**config.mk**
```make
export PLATFORM = sky130hd
export DESIGN_NAME = cwb_wake_buffer
export DESIGN_NICKNAME = d
export VERILOG_FILES = /design/src/shared/cwb_pkg.sv /design/src/verilog/cwb_fifo.sv /design/src/verilog/cwb_wake_buffer.sv
export SDC_FILE = /design/constraint.sdc
export NUM_CORES = 2
export LEC_CHECK = 0
export BUFFER_PORTS_ARGS = -buffer_cell sky130_fd_sc_hd__buf_4
export CORE_UTILIZATION = 30
export DETAILED_ROUTE_END_ITERATION = 8
export GPL_TIMING_DRIVEN = 0
export PLACE_DENSITY = 0.49
export SLEW_MARGIN = 40
export SYNTH_ARGS = -nofsm -noshare
export SYNTH_HDL_FRONTEND = slang
export SYNTH_SLANG_ARGS = --single-unit
```
**constraint.sdc**
```tcl
create_clock -name clk -period 58.3 [get_ports clk]
set_input_delay 5.83 -clock clk [delete_from_list [all_inputs] [get_ports clk]]
set_output_delay 5.83 -clock clk [all_outputs]
set_load 0.02 [all_outputs]
```
**src/shared/cwb_pkg.sv**
```systemverilog
// constants, record layout and state codes of the bus wake and boot buffer
// assumes a 100 MHz core clock and one 20-byte record per received message
package cwb_pkg;

    // -------------------------------------------------------------------
    // timing
    // -------------------------------------------------------------------
    localparam int CLK_HZ      = 100_000_000;
    localparam int LOSS_MS     = 30;
    localparam int LOSS_CYC    = LOSS_MS * (CLK_HZ / 1000);
    localparam int LOSS_W      = 22;
    localparam int BOOT_S      = 20;
    localparam int QS_IDLE_MS  = 1000;
    localparam int QS_IDLE_CYC = QS_IDLE_MS * (CLK_HZ / 1000);
    localparam int IDLE_W      = 28;

    // -------------------------------------------------------------------
    // buffer sizing
    // -------------------------------------------------------------------
    localparam int REC_BYTES  = 20;
    localparam int REC_W      = REC_BYTES * 8;
    localparam int BUF_BYTES  = 16 * 1024 * 1024;
    localparam int BUF_MSGS   = BUF_BYTES / REC_BYTES;
    localparam int FIFO_DEPTH = 8;
    localparam int NUM_CH     = 4;
    localparam int OCC_W      = 32;

    // -------------------------------------------------------------------
    // record fields
    // -------------------------------------------------------------------
    localparam int CH_LO   = 152;
    localparam int CH_HI   = 159;
    localparam int ID_LO   = 120;
    localparam int ID_HI   = 151;
    localparam int DLC_LO  = 112;
    localparam int DLC_HI  = 119;
    localparam int DATA_LO = 48;
    localparam int DATA_HI = 111;
    localparam int TS_LO   = 0;
    localparam int TS_HI   = 47;

    // -------------------------------------------------------------------
    // indicator blink timing
    // -------------------------------------------------------------------
    localparam int BLINK_W  = 27;
    localparam int FAST_BIT = 22;
    localparam int SLOT_LO  = 23;

    typedef enum logic [4:0] {
        ST_SLEEP   = 5'h01,
        ST_WAIT_LP = 5'h02,
        ST_WAIT_NL = 5'h04,
        ST_BOOT    = 5'h08,
        ST_RUN     = 5'h10
    } cwb_state_type;

endpackage : cwb_pkg

```
**src/verilog/cwb_fifo.sv**
```systemverilog
// first-in first-out record store with valid/ready on both sides
// assumes one clock; count gives honest full and empty
`timescale 1ns/1ps
module cwb_fifo #(
    parameter int W = 160,
    parameter int D = 8
) (
    input  wire logic         clk,
    input  wire logic         nrst,
    input  wire logic         in_valid,
    output logic              in_ready,
    input  wire logic [W-1:0] in_data,
    output logic              out_valid,
    input  wire logic         out_ready,
    output logic [W-1:0]      out_data
);
    localparam int AW = (D > 1) ? $clog2(D) : 1;

    logic [W-1:0]  mem [D];
    logic [AW-1:0] wr_r;
    logic [AW-1:0] rd_r;
    logic [AW:0]   cnt_r;
    wire           push;
    wire           pop;

    assign in_ready  = (cnt_r != (AW+1)'(D));
    assign out_valid = (cnt_r != '0);
    assign push      = in_valid & in_ready;
    assign pop       = out_valid & out_ready;
    assign out_data  = mem[rd_r];

    always_ff @(posedge clk) begin
        if (push) begin
            mem[wr_r] <= in_data;
        end
    end

    always_ff @(posedge clk or negedge nrst) begin
        if (!nrst) begin
            wr_r  <= '0;
            rd_r  <= '0;
            cnt_r <= '0;
        end else begin
            if (push) begin
                wr_r <= (wr_r == AW'(D - 1)) ? '0 : wr_r + 1'b1;
            end
            if (pop) begin
                rd_r <= (rd_r == AW'(D - 1)) ? '0 : rd_r + 1'b1;
            end
            cnt_r <= cnt_r + (AW+1)'(push) - (AW+1)'(pop);
        end
    end

    count_range_a: assert property (@(posedge clk) disable iff (!nrst) // [RL8]
        cnt_r <= (AW+1)'(D))
        else $error("fifo count above depth");

endmodule : cwb_fifo

```
**src/verilog/cwb_wake_buffer.sv**
```systemverilog
// bus wake detection, boot-time message buffer and indicators of a can module
// assumes records arrive already framed, one per msg_valid, on the core clock
//
// Contract
// (RL1) enabled-channel traffic raises logger start request
// (RL2) optionally wake only on one message bit
// (RL3) low-power wake loses at most 30 ms
// (RL4) no-loss wake keeps receive path on
// (RL5) buffer while booting, forward after boot done
// (RL6) each message is one 20-byte record
// (RL7) one store shared by all channels
// (RL8) fifo order, drop new records when full
// (RL9) two-channel build splits store over two nodes
// (RL10) bus wake drives external power switch output
// (RL11) link and per-channel activity indicators
// (RL12) per-channel wake indicator blink codes
// (RL13) quick-start: activity starts and stops logger
// (RL14) forward in arrival order, live included
// (RL15) sticky overflow flag, cleared by logger
`timescale 1ns/1ps
module cwb_wake_buffer #(
    parameter int NUM_CH     = cwb_pkg::NUM_CH,
    parameter int BUF_DEPTH  = cwb_pkg::FIFO_DEPTH,
    parameter int LOSS_CYC   = cwb_pkg::LOSS_CYC,
    parameter int IDLE_CYC   = cwb_pkg::QS_IDLE_CYC,
    parameter bit HAS_SWITCH = 1'b1
) (
    input  wire logic                     clk,
    input  wire logic                     nrst,
    input  wire logic [NUM_CH-1:0]        can_rx,
    input  wire logic                     wake_on_bus_activity,
    input  wire logic                     wake_no_loss_mode,
    input  wire logic [NUM_CH-1:0]        chan_en,
    input  wire logic                     qual_en,
    input  wire logic [31:0]              qual_id,
    input  wire logic [5:0]               qual_bit,
    input  wire logic                     qual_value,
    input  wire logic                     quick_start_en,
    input  wire logic                     logger_on,
    input  wire logic                     boot_done,
    input  wire logic                     msg_valid,
    input  wire logic [cwb_pkg::REC_W-1:0] msg_rec,
    output logic                          msg_ready,
    output logic                          out_valid,
    input  wire logic                     out_ready,
    output logic [cwb_pkg::REC_W-1:0]     out_rec,
    input  wire logic                     ovf_clr,
    output logic                          ovf_flag,
    output logic                          start_req,
    output logic                          stop_req,
    output logic                          ext_power_on,
    output logic                          rx_path_en,
    output logic [NUM_CH-1:0]             share_full,
    output logic                          link_led,
    output logic [NUM_CH-1:0]             rxtx_led,
    output logic [NUM_CH-1:0]             wake_led
);
    localparam int LW = cwb_pkg::LOSS_W;
    localparam int IW = cwb_pkg::IDLE_W;
    localparam int SHARE = BUF_DEPTH / NUM_CH;

    // -------------------------------------------------------------------
    // pin synchronisers and dominant-level filter
    // -------------------------------------------------------------------
    logic [NUM_CH-1:0] s1_r;
    logic [NUM_CH-1:0] s2_r;
    logic [NUM_CH-1:0] s3_r;
    logic [NUM_CH-1:0] filt_r;
    wire  [NUM_CH-1:0] filt_nxt;
    wire  [NUM_CH-1:0] act;
    wire               act_any;

    assign filt_nxt = (s2_r & s3_r) | (filt_r & (s2_r ^ s3_r));
    assign act      = ~filt_r & chan_en;
    assign act_any  = |act;

    always_ff @(posedge clk or negedge nrst) begin
        if (!nrst) begin
            s1_r   <= '1;
            s2_r   <= '1;
            s3_r   <= '1;
            filt_r <= '1;
        end else begin
            s1_r   <= can_rx;
            s2_r   <= s1_r;
            s3_r   <= s2_r;
            filt_r <= filt_nxt;
        end
    end

    // -------------------------------------------------------------------
    // record fields and wake qualification
    // -------------------------------------------------------------------
    cwb_pkg::cwb_state_type st_r;
    cwb_pkg::cwb_state_type st_nxt;
    logic              armed_r;
    logic [LW-1:0]     loss_r;
    logic [IW-1:0]     idle_r;
    logic [NUM_CH-1:0] woke_r;
    logic              stop_r;
    wire  [7:0]        msg_ch;
    wire  [31:0]       msg_id;
    wire  [63:0]       msg_data;
    wire               ch_ok;
    wire               qual_hit;
    wire               wake_hit;
    wire               waiting;
    wire               rx_on;
    wire               accept;
    wire               push;
    wire               drop;
    wire               fifo_in_ready;
    wire               fifo_out_valid;
    wire               drain;
    wire               loss_load;
    wire               idle_done;

    // each record is one fixed 20-byte word [RL6]
    assign msg_ch   = msg_rec[cwb_pkg::CH_HI:cwb_pkg::CH_LO];
    assign msg_id   = msg_rec[cwb_pkg::ID_HI:cwb_pkg::ID_LO];
    assign msg_data = msg_rec[cwb_pkg::DATA_HI:cwb_pkg::DATA_LO];
    assign ch_ok    = (msg_ch < 8'(NUM_CH)) && chan_en[msg_ch[1:0]];

    assign waiting  = (st_r == cwb_pkg::ST_WAIT_LP) || (st_r == cwb_pkg::ST_WAIT_NL);
    assign rx_on    = (st_r == cwb_pkg::ST_WAIT_NL) || (st_r == cwb_pkg::ST_BOOT)
                    || (st_r == cwb_pkg::ST_RUN) || armed_r;                 // [RL4]
    assign qual_hit = msg_valid && rx_on && ch_ok && (msg_id == qual_id)
                    && (msg_data[qual_bit] == qual_value);                   // [RL2]
    assign wake_hit = qual_en ? qual_hit : act_any;                         // [RL1]
    assign loss_load = (st_r == cwb_pkg::ST_WAIT_LP) && act_any && !armed_r; // [RL3]
    assign idle_done = (idle_r == IW'(IDLE_CYC));

    // -------------------------------------------------------------------
    // wake state machine
    // -------------------------------------------------------------------
    always_comb begin
        st_nxt = st_r;
        unique case (st_r)
            cwb_pkg::ST_SLEEP: begin
                if (logger_on && !stop_r) begin
                    st_nxt = cwb_pkg::ST_BOOT;
                end else if (!logger_on && wake_on_bus_activity) begin
                    st_nxt = wake_no_loss_mode ? cwb_pkg::ST_WAIT_NL : cwb_pkg::ST_WAIT_LP;
                end
            end
            cwb_pkg::ST_WAIT_LP, cwb_pkg::ST_WAIT_NL: begin
                if (logger_on || wake_hit) begin
                    st_nxt = cwb_pkg::ST_BOOT;
                end else if (!wake_on_bus_activity) begin
                    st_nxt = cwb_pkg::ST_SLEEP;
                end
            end
            cwb_pkg::ST_BOOT: begin
                if (boot_done) begin
                    st_nxt = cwb_pkg::ST_RUN;                                // [RL5]
                end
            end
            cwb_pkg::ST_RUN: begin
                if (!logger_on) begin
                    st_nxt = cwb_pkg::ST_SLEEP;
                end
            end
            default: st_nxt = cwb_pkg::ST_SLEEP;
        endcase
    end

    always_ff @(posedge clk or negedge nrst) begin
        if (!nrst) begin
            st_r    <= cwb_pkg::ST_SLEEP;
            armed_r <= 1'b0;
            woke_r  <= '0;
        end else begin
            st_r    <= st_nxt;
            armed_r <= waiting && (armed_r || loss_load) && (st_nxt == st_r);
            if (waiting && wake_hit && !logger_on) begin
                woke_r <= qual_en ? (NUM_CH'(1) << msg_ch[1:0]) : act;
            end else if (st_r == cwb_pkg::ST_SLEEP) begin
                woke_r <= '0;
            end
        end
    end

    // loss window after a low-power wake, never longer than LOSS_CYC
    always_ff @(posedge clk or negedge nrst) begin
        if (!nrst) begin
            loss_r <= '0;
        end else if (loss_load) begin
            loss_r <= LW'(LOSS_CYC);                                         // [RL3]
        end else if (st_r == cwb_pkg::ST_SLEEP) begin
            loss_r <= '0;                                                    // [RL4]
        end else if (loss_r != '0) begin
            loss_r <= loss_r - 1'b1;
        end
    end

    // quick-start: bus silence in run ends a logging session that a bus wake started
    always_ff @(posedge clk or negedge nrst) begin
        if (!nrst) begin
            idle_r <= '0;
            stop_r <= 1'b0;
        end else begin
            if (st_r != cwb_pkg::ST_RUN || act_any) begin
                idle_r <= '0;
            end else if (!idle_done) begin
                idle_r <= idle_r + 1'b1;
            end
            if (!logger_on) begin
                stop_r <= 1'b0;
            end else if (quick_start_en && idle_done && (woke_r != '0)) begin
                stop_r <= 1'b1;                                              // [RL13]
            end
        end
    end

    // -------------------------------------------------------------------
    // buffer path
    // -------------------------------------------------------------------
    assign accept    = msg_valid && rx_on && ch_ok && (loss_r == '0);        // [RL3]
    assign push      = accept && fifo_in_ready;
    assign drop      = accept && !fifo_in_ready;                             // [RL8]
    assign drain     = (st_r == cwb_pkg::ST_RUN);
    assign out_valid = fifo_out_valid && drain;                              // [RL5]
    assign msg_ready = fifo_in_ready;

    // one store for every channel; buffered and live records share it [RL7] [RL14]
    cwb_fifo #(
        .W (cwb_pkg::REC_W),
        .D (BUF_DEPTH)
    ) u_fifo (
        .clk       (clk),
        .nrst      (nrst),
        .in_valid  (accept),
        .in_ready  (fifo_in_ready),
        .in_data   (msg_rec),
        .out_valid (fifo_out_valid),
        .out_ready (out_ready && drain),
        .out_data  (out_rec)
    );

    // per-node share of the store, half of it each for a two-channel build [RL9]
    genvar gc;
    generate
        for (gc = 0; gc < NUM_CH; gc++) begin : g_share
            logic [cwb_pkg::OCC_W-1:0] occ_r;
            wire inc = push && (msg_ch == 8'(gc));
            wire dec = out_valid && out_ready
                     && (out_rec[cwb_pkg::CH_HI:cwb_pkg::CH_LO] == 8'(gc));
            always_ff @(posedge clk or negedge nrst) begin
                if (!nrst) begin
                    occ_r <= '0;
                end else begin
                    occ_r <= occ_r + cwb_pkg::OCC_W'(inc) - cwb_pkg::OCC_W'(dec);
                end
            end
            assign share_full[gc] = (occ_r >= cwb_pkg::OCC_W'(SHARE));     // [RL9]
        end
    endgenerate

    always_ff @(posedge clk or negedge nrst) begin
        if (!nrst) begin
            ovf_flag <= 1'b0;
        end else if (drop) begin
            ovf_flag <= 1'b1;                                                // [RL15]
        end else if (ovf_clr) begin
            ovf_flag <= 1'b0;                                                // [RL15]
        end
    end

    // -------------------------------------------------------------------
    // logger control outputs
    // -------------------------------------------------------------------
    assign start_req    = (st_r == cwb_pkg::ST_BOOT) && (woke_r != '0);      // [RL1]
    assign stop_req     = stop_r;                                            // [RL13]
    assign ext_power_on = HAS_SWITCH && (woke_r != '0)
                        && ((st_r == cwb_pkg::ST_BOOT) || (st_r == cwb_pkg::ST_RUN)); // [RL10]
    assign rx_path_en   = rx_on;

    // -------------------------------------------------------------------
    // indicators
    // -------------------------------------------------------------------
    logic [cwb_pkg::BLINK_W-1:0] blink_r;
    wire  [3:0]                  slot;
    wire                         fast;
    wire                         dbl;
    logic [NUM_CH-1:0]           wled_nxt;

    assign slot = blink_r[cwb_pkg::SLOT_LO+3:cwb_pkg::SLOT_LO];
    assign fast = blink_r[cwb_pkg::FAST_BIT];
    assign dbl  = (slot == 4'h0) || (slot == 4'h2);

    always_comb begin
        wled_nxt = '0;
        if (wake_on_bus_activity || (st_r == cwb_pkg::ST_RUN)) begin
            unique case (st_r)
                cwb_pkg::ST_SLEEP:   wled_nxt = '0;
                cwb_pkg::ST_WAIT_LP: wled_nxt = {NUM_CH{dbl}};
                cwb_pkg::ST_WAIT_NL: wled_nxt = '1;
                cwb_pkg::ST_BOOT:    wled_nxt = woke_r & {NUM_CH{fast}};
                cwb_pkg::ST_RUN:     wled_nxt = '1;
                default:             wled_nxt = '0;
            endcase
        end
    end

    always_ff @(posedge clk or negedge nrst) begin
        if (!nrst) begin
            blink_r  <= '0;
            wake_led <= '0;
            rxtx_led <= '0;
            link_led <= 1'b0;
        end else begin
            blink_r  <= blink_r + 1'b1;
            wake_led <= wled_nxt;                                            // [RL12]
            rxtx_led <= act;                                                 // [RL11]
            link_led <= out_valid && out_ready;                              // [RL11]
        end
    end

    // -------------------------------------------------------------------
    // checks
    // -------------------------------------------------------------------
    wake_request_a: assert property (@(posedge clk) disable iff (!nrst) // [RL1]
        (waiting && !qual_en && act_any && !logger_on) |=> start_req)
        else $error("bus activity did not request logger start");

    qual_wait_a: assert property (@(posedge clk) disable iff (!nrst) // [RL2]
        ((st_r == cwb_pkg::ST_WAIT_NL) && qual_en && !qual_hit && !logger_on
         && wake_on_bus_activity) |=> (st_r == cwb_pkg::ST_WAIT_NL))
        else $error("woke without qualifying message bit");

    loss_window_a: assert property (@(posedge clk) disable iff (!nrst) // [RL3]
        (loss_r != '0) |=> (loss_r == $past(loss_r) - 1'b1) || $past(loss_load)
        || ((loss_r == '0) && ($past(st_r) == cwb_pkg::ST_SLEEP)))
        else $error("loss window not counting down");

    no_loss_rx_a: assert property (@(posedge clk) disable iff (!nrst) // [RL4]
        (st_r == cwb_pkg::ST_WAIT_NL) |-> rx_path_en && (loss_r == '0))
        else $error("receive path off in no-loss wait");

    boot_hold_a: assert property (@(posedge clk) disable iff (!nrst) // [RL5]
        (st_r == cwb_pkg::ST_BOOT && !boot_done) |=> !out_valid)
        else $error("forwarding before boot done");

    full_drop_a: assert property (@(posedge clk) disable iff (!nrst) // [RL8]
        drop |=> ovf_flag && !$past(fifo_in_ready))
        else $error("drop on full not flagged");

    switch_out_a: assert property (@(posedge clk) disable iff (!nrst) // [RL10]
        (waiting && wake_hit && !logger_on) |=> (ext_power_on == HAS_SWITCH))
        else $error("switch output off during bus wake boot");

    nl_led_a: assert property (@(posedge clk) disable iff (!nrst) // [RL12]
        ((st_r == cwb_pkg::ST_WAIT_NL) && wake_on_bus_activity) |=> (wake_led == '1))
        else $error("no-loss wait indicator not steady");

    ovf_clear_a: assert property (@(posedge clk) disable iff (!nrst) // [RL15]
        (ovf_clr && !drop) |=> !ovf_flag)
        else $error("overflow flag not cleared");

endmodule : cwb_wake_buffer

```
==> out/metrics.csv <==
stage,metric,value,unit
min_path,Hold Path Class,reg2reg,
layout,Layout area overhead,22.7,%
layout,final net count,5118,
logic_synthesis,"Cell Area, Synth",65700,µm²
sta,final hold slack,353,ps
routing,WL/cell,22.9,µm
pwr,leakage,0.0294,µW
logic_synthesis,mux share of post-synthesis cell area,0.146,
place,Post-Place Cells,7339,
place,PortBufs,393,
logic_synthesis,largest family of logic cells by synthesized area,multiplexers,
logic_synthesis,count of cell types in the netlist,76,
critical_path,critical path class,in2reg,
die,num ports,398,
pwr,cell area power density,46.6,nW/µm²
pwr,Sw Pwr,1260,µW
sta,Period minus WS final,10790,ps
pwr,overall power,3760,µW
die,core footprint,217000,µm²
logic_synthesis,Synth Flop Type,edfxtp_1,
routing,residual DRC count,0,
critical_path,FF-to-FF setup slack,51650,ps
critical_path,Crit Path Max Fanout,14,
clock_network,CTS tree,built,
critical_path,Worst Setup End Kind,flip-flop,
clock_network,clock insertion delay at the later pin of the skew report,820,ps
critical_path,CP startpoint kind,primary input,
pwr,Int Pwr,2500,µW
layout,proportion of layout cells with a drive suffix above 1,0.330,
layout,Final Util,0.371,
logic_synthesis,xor/xnor share of the synthesized area,0.0285,
routing,Via density,4.73,
pwr,Gate power share,0.367,
critical_path,crit path DAT,11490,ps
routing,vias post-DR,36300,
logic_synthesis,syn nets,4203,
pwr,sw frac,0.335,
clock_network,setup bufs post-CTS,0,
sta,Final Hold Viols,0,
routing,routed length on met3,11.3,mm
logic_synthesis,Gate Count Post-Synth,3750,
layout,Non-Filler Instances,7674,
die,row cnt,171,
run_status,status,completed,
die,Starting Density,0.302,
global_route,vias in the first global route,38200,
sta,Setup TNS Final,0,ps
critical_path,Critical Path RT,58990,ps
logic_synthesis,simple-gate share of the synthesized area,0.0439,
pwr,VDD IR max,0.0287,mV
routing,WL met2,82.4,mm
clock_network,CTS Hold Bufs,0,
clock_network,Root Buffer,clkbuf_16,
global_route,initial antenna violation count,47,
place,Placer Congestion,0.764,
sta,Setup Viol. Count Final,0,
job,max_cap viols,0,
die,die span in y,470,µm
routing,final wirelength,176,mm
die,Die ar.,221000,µm²
routing,DR top layer,met5,
sta,unrepaired setup endpoints after global routing,false,
sta,clk_skew,66.3,ps
clock_network,# resized after CTS,0,
sta,fin crit share,0.185,
clock_network,Max Root-Sink Buffers,3,
logic_synthesis,compound-gate portion of the synthesized area,0.0366,
global_route,largest net degree at the start of global routing,69,
sta,Slew headroom,0.404,
routing,Iter 0 DRT Violations,2363,
logic_synthesis,"Seq/Total Area, Yosys",0.681,
global_route,GRT overflow,0,
logic_synthesis,"FF+latch count, synth",1532,
sta,Worst-Margin Slew,895,ps
logic_synthesis,Yosys Warn Count,0,
routing,Final ANT Viol Nets,0,
global_route,Total GRT Usage,0.158,
pwr,Clock power frac,0.290,
logic_synthesis,Adder-Cell Fraction of Synth Area,0.0453,
clock_network,clock sink count,1532,
pwr,sequential share of power,0.343,
clock_network,Worst-path clk slew,60,ps
sta,Slew Limit Fails,0,
place,DP HPWL,129,mm
logic_synthesis,Synth Area per Inst,17.5,µm²
logic_synthesis,"Async S/R FF share, synth",0.164,
clock_network,H-tree depth,4,
clock_network,CTS buffer count,176,
routing,met1 wire length,76.8,mm
die,Die Width,470,µm
global_route,first-pass GRT wire length,257,mm
sta,maximum clock rate,0.0926,GHz
routing,drt first pass iters,5,
logic_synthesis,count of flip-flops with a built-in enable after synthesis,1280,
==> Yosys cell counts, types with 6 or more instances <==
master / number / share of area
nor3b_1: 9 / 0.0010
xnor2_1: 126 / 0.017
o21a_1: 8 / 0.00091
o211ai_1: 7 / 0.00080
a21o_1: 23 / 0.0026
o31ai_1: 15 / 0.0017
a211o_1: 8 / 0.0011
a211oi_1: 14 / 0.0016
dfstp_2: 17 / 0.0068
nand3b_1: 7 / 0.00080
dfrtp_1: 235 / 0.089
mux4_1: 10 / 0.0040
buf_1: 31 / 0.0018
and3_1: 13 / 0.0012
a21oi_1: 127 / 0.0097
or3_1: 19 / 0.0018
a31oi_1: 13 / 0.0012
and4_1: 8 / 0.0011
nand2_1: 100 / 0.0057
o21ai_0: 65 / 0.0050
nand2b_1: 30 / 0.0029
nor2_1: 157 / 0.0090
nor3_1: 39 / 0.0030
a21boi_0: 9 / 0.0010
o21ai_1: 13 / 0.00099
nor2b_1: 38 / 0.0036
nand4_1: 35 / 0.0033
mux4_2: 332 / 0.11
nor4b_1: 10 / 0.0013
mux2_2: 161 / 0.028
nor4_1: 19 / 0.0018
clkbuf_1: 66 / 0.0038
o31a_1: 6 / 0.00080
nand3_1: 60 / 0.0046
xor2_1: 88 / 0.012
edfxtp_1: 1280 / 0.58
o21bai_1: 36 / 0.0041
inv_1: 211 / 0.012
ha_1: 230 / 0.044
==> metal layers <==
layer  up-vias  global-route usage
li1      16600                   -
met1     18700               0.205
met4        54              0.0494
met5         -                   0
met3       297              0.0488
met2       700               0.252
==> layout make-up <==
| class | count | area (µm²) |
|---|---|---|
| diodes | 10 | 25.0 |
| plain buffers | 102 | 479 |
| clock buffers | 219 | 4670 |
| clock inverters | 104 | 1050 |
| fillers | 20500 | 137000 |
| inverters | 212 | 796 |
| multi-input cells | 1904 | 19900 |
| flip-flops and latches | 1532 | 44800 |
| well taps | 2854 | 3570 |
| repair buffers | 737 | 5370 |
==> critical path: stages <==
cell and delay [ps]:
buf_4 190, mux4_2 470, and4_1 590, nand3_1 450
inv_2 330, nand3_1 120, ha_1 290, inv_1 40
ha_1 200, fa_1 430, a211o_1 300, a31oi_1 240
nor4b_1 140, a2111oi_1 690, o2111ai_1 270, a41oi_1 440
o21ai_1 120, a21oi_1 190, xnor2_1 130
==> logic make-up (layout without fill, tap and decap cells) <==
group,count (synthesis),count (layout)
flip-flops,1532,1532
buffers and inverters,314,1374
other,0,10
XOR/XNOR,214,214
adder cells (fa/ha/maj),235,235
multiplexers,508,508
AND/OR/NAND/NOR,566,566
AO/OA/AOI/OAI,381,381
==> power by group through the flow <==
stage / Clock [µW] / Sequential [µW] / Combinational [µW]
global route: 1160 / 1290 / 1530
finish: 1090 / 1290 / 1380
floorplan: 0 / 1300 / 994
detailed placement: 0 / 1310 / 1400
global placement: 0 / 1310 / 1390
CTS: 1120 / 1290 / 1410
==> layout by cell type (no fill, tap or decap), drive strengths merged, types with 127 or more instances in the layout <==
cell type / synthesis / routed
a21oi: 127 / 127
buf: 36 / 773
clkbuf: 66 / 285
dfrtp: 235 / 235
edfxtp: 1280 / 1280
ha: 230 / 230
inv: 212 / 217
mux2: 161 / 161
mux4: 342 / 342
nor2: 157 / 157
==> through the flow <==
step	setup slack [ps]	instance area [µm²]
global route	47150	80600
finish	47510	80600
floorplan	34260	65700
global placement	10490	72200
detailed placement	46680	74800
CTS	47480	80600
==> sequential cells by signal, summed over array words and instances (netlist names), 5 cells and up <==
| name | count |
|---|---|
| loss_r | 22 |
| g_share.occ_r | 128 |
| blink_r | 27 |
| st_r | 5 |
| idle_r | 28 |
| u_fifo.mem | 1280 |
==> worst paths after layout <==
path                              startpoint                             end  depth (start not counted)
max                             msg_rec[152]  g_share[3].occ_r[30]$_DFF_PN0_                         19
min                        s1_r[0]$_DFF_PN1_               s2_r[0]$_DFF_PN1_                          0
max reg2reg                st_r[3]$_DFF_PN0_  g_share[3].occ_r[30]$_DFF_PN0_                         21
min reg2reg                s1_r[0]$_DFF_PN1_               s2_r[0]$_DFF_PN1_                          0
max in group asynchronous               nrst            blink_r[6]$_DFF_PN0_                          3
min in group asynchronous               nrst  g_share[0].occ_r[15]$_DFF_PN0_                          1
(Power assumes the default switching activity.)
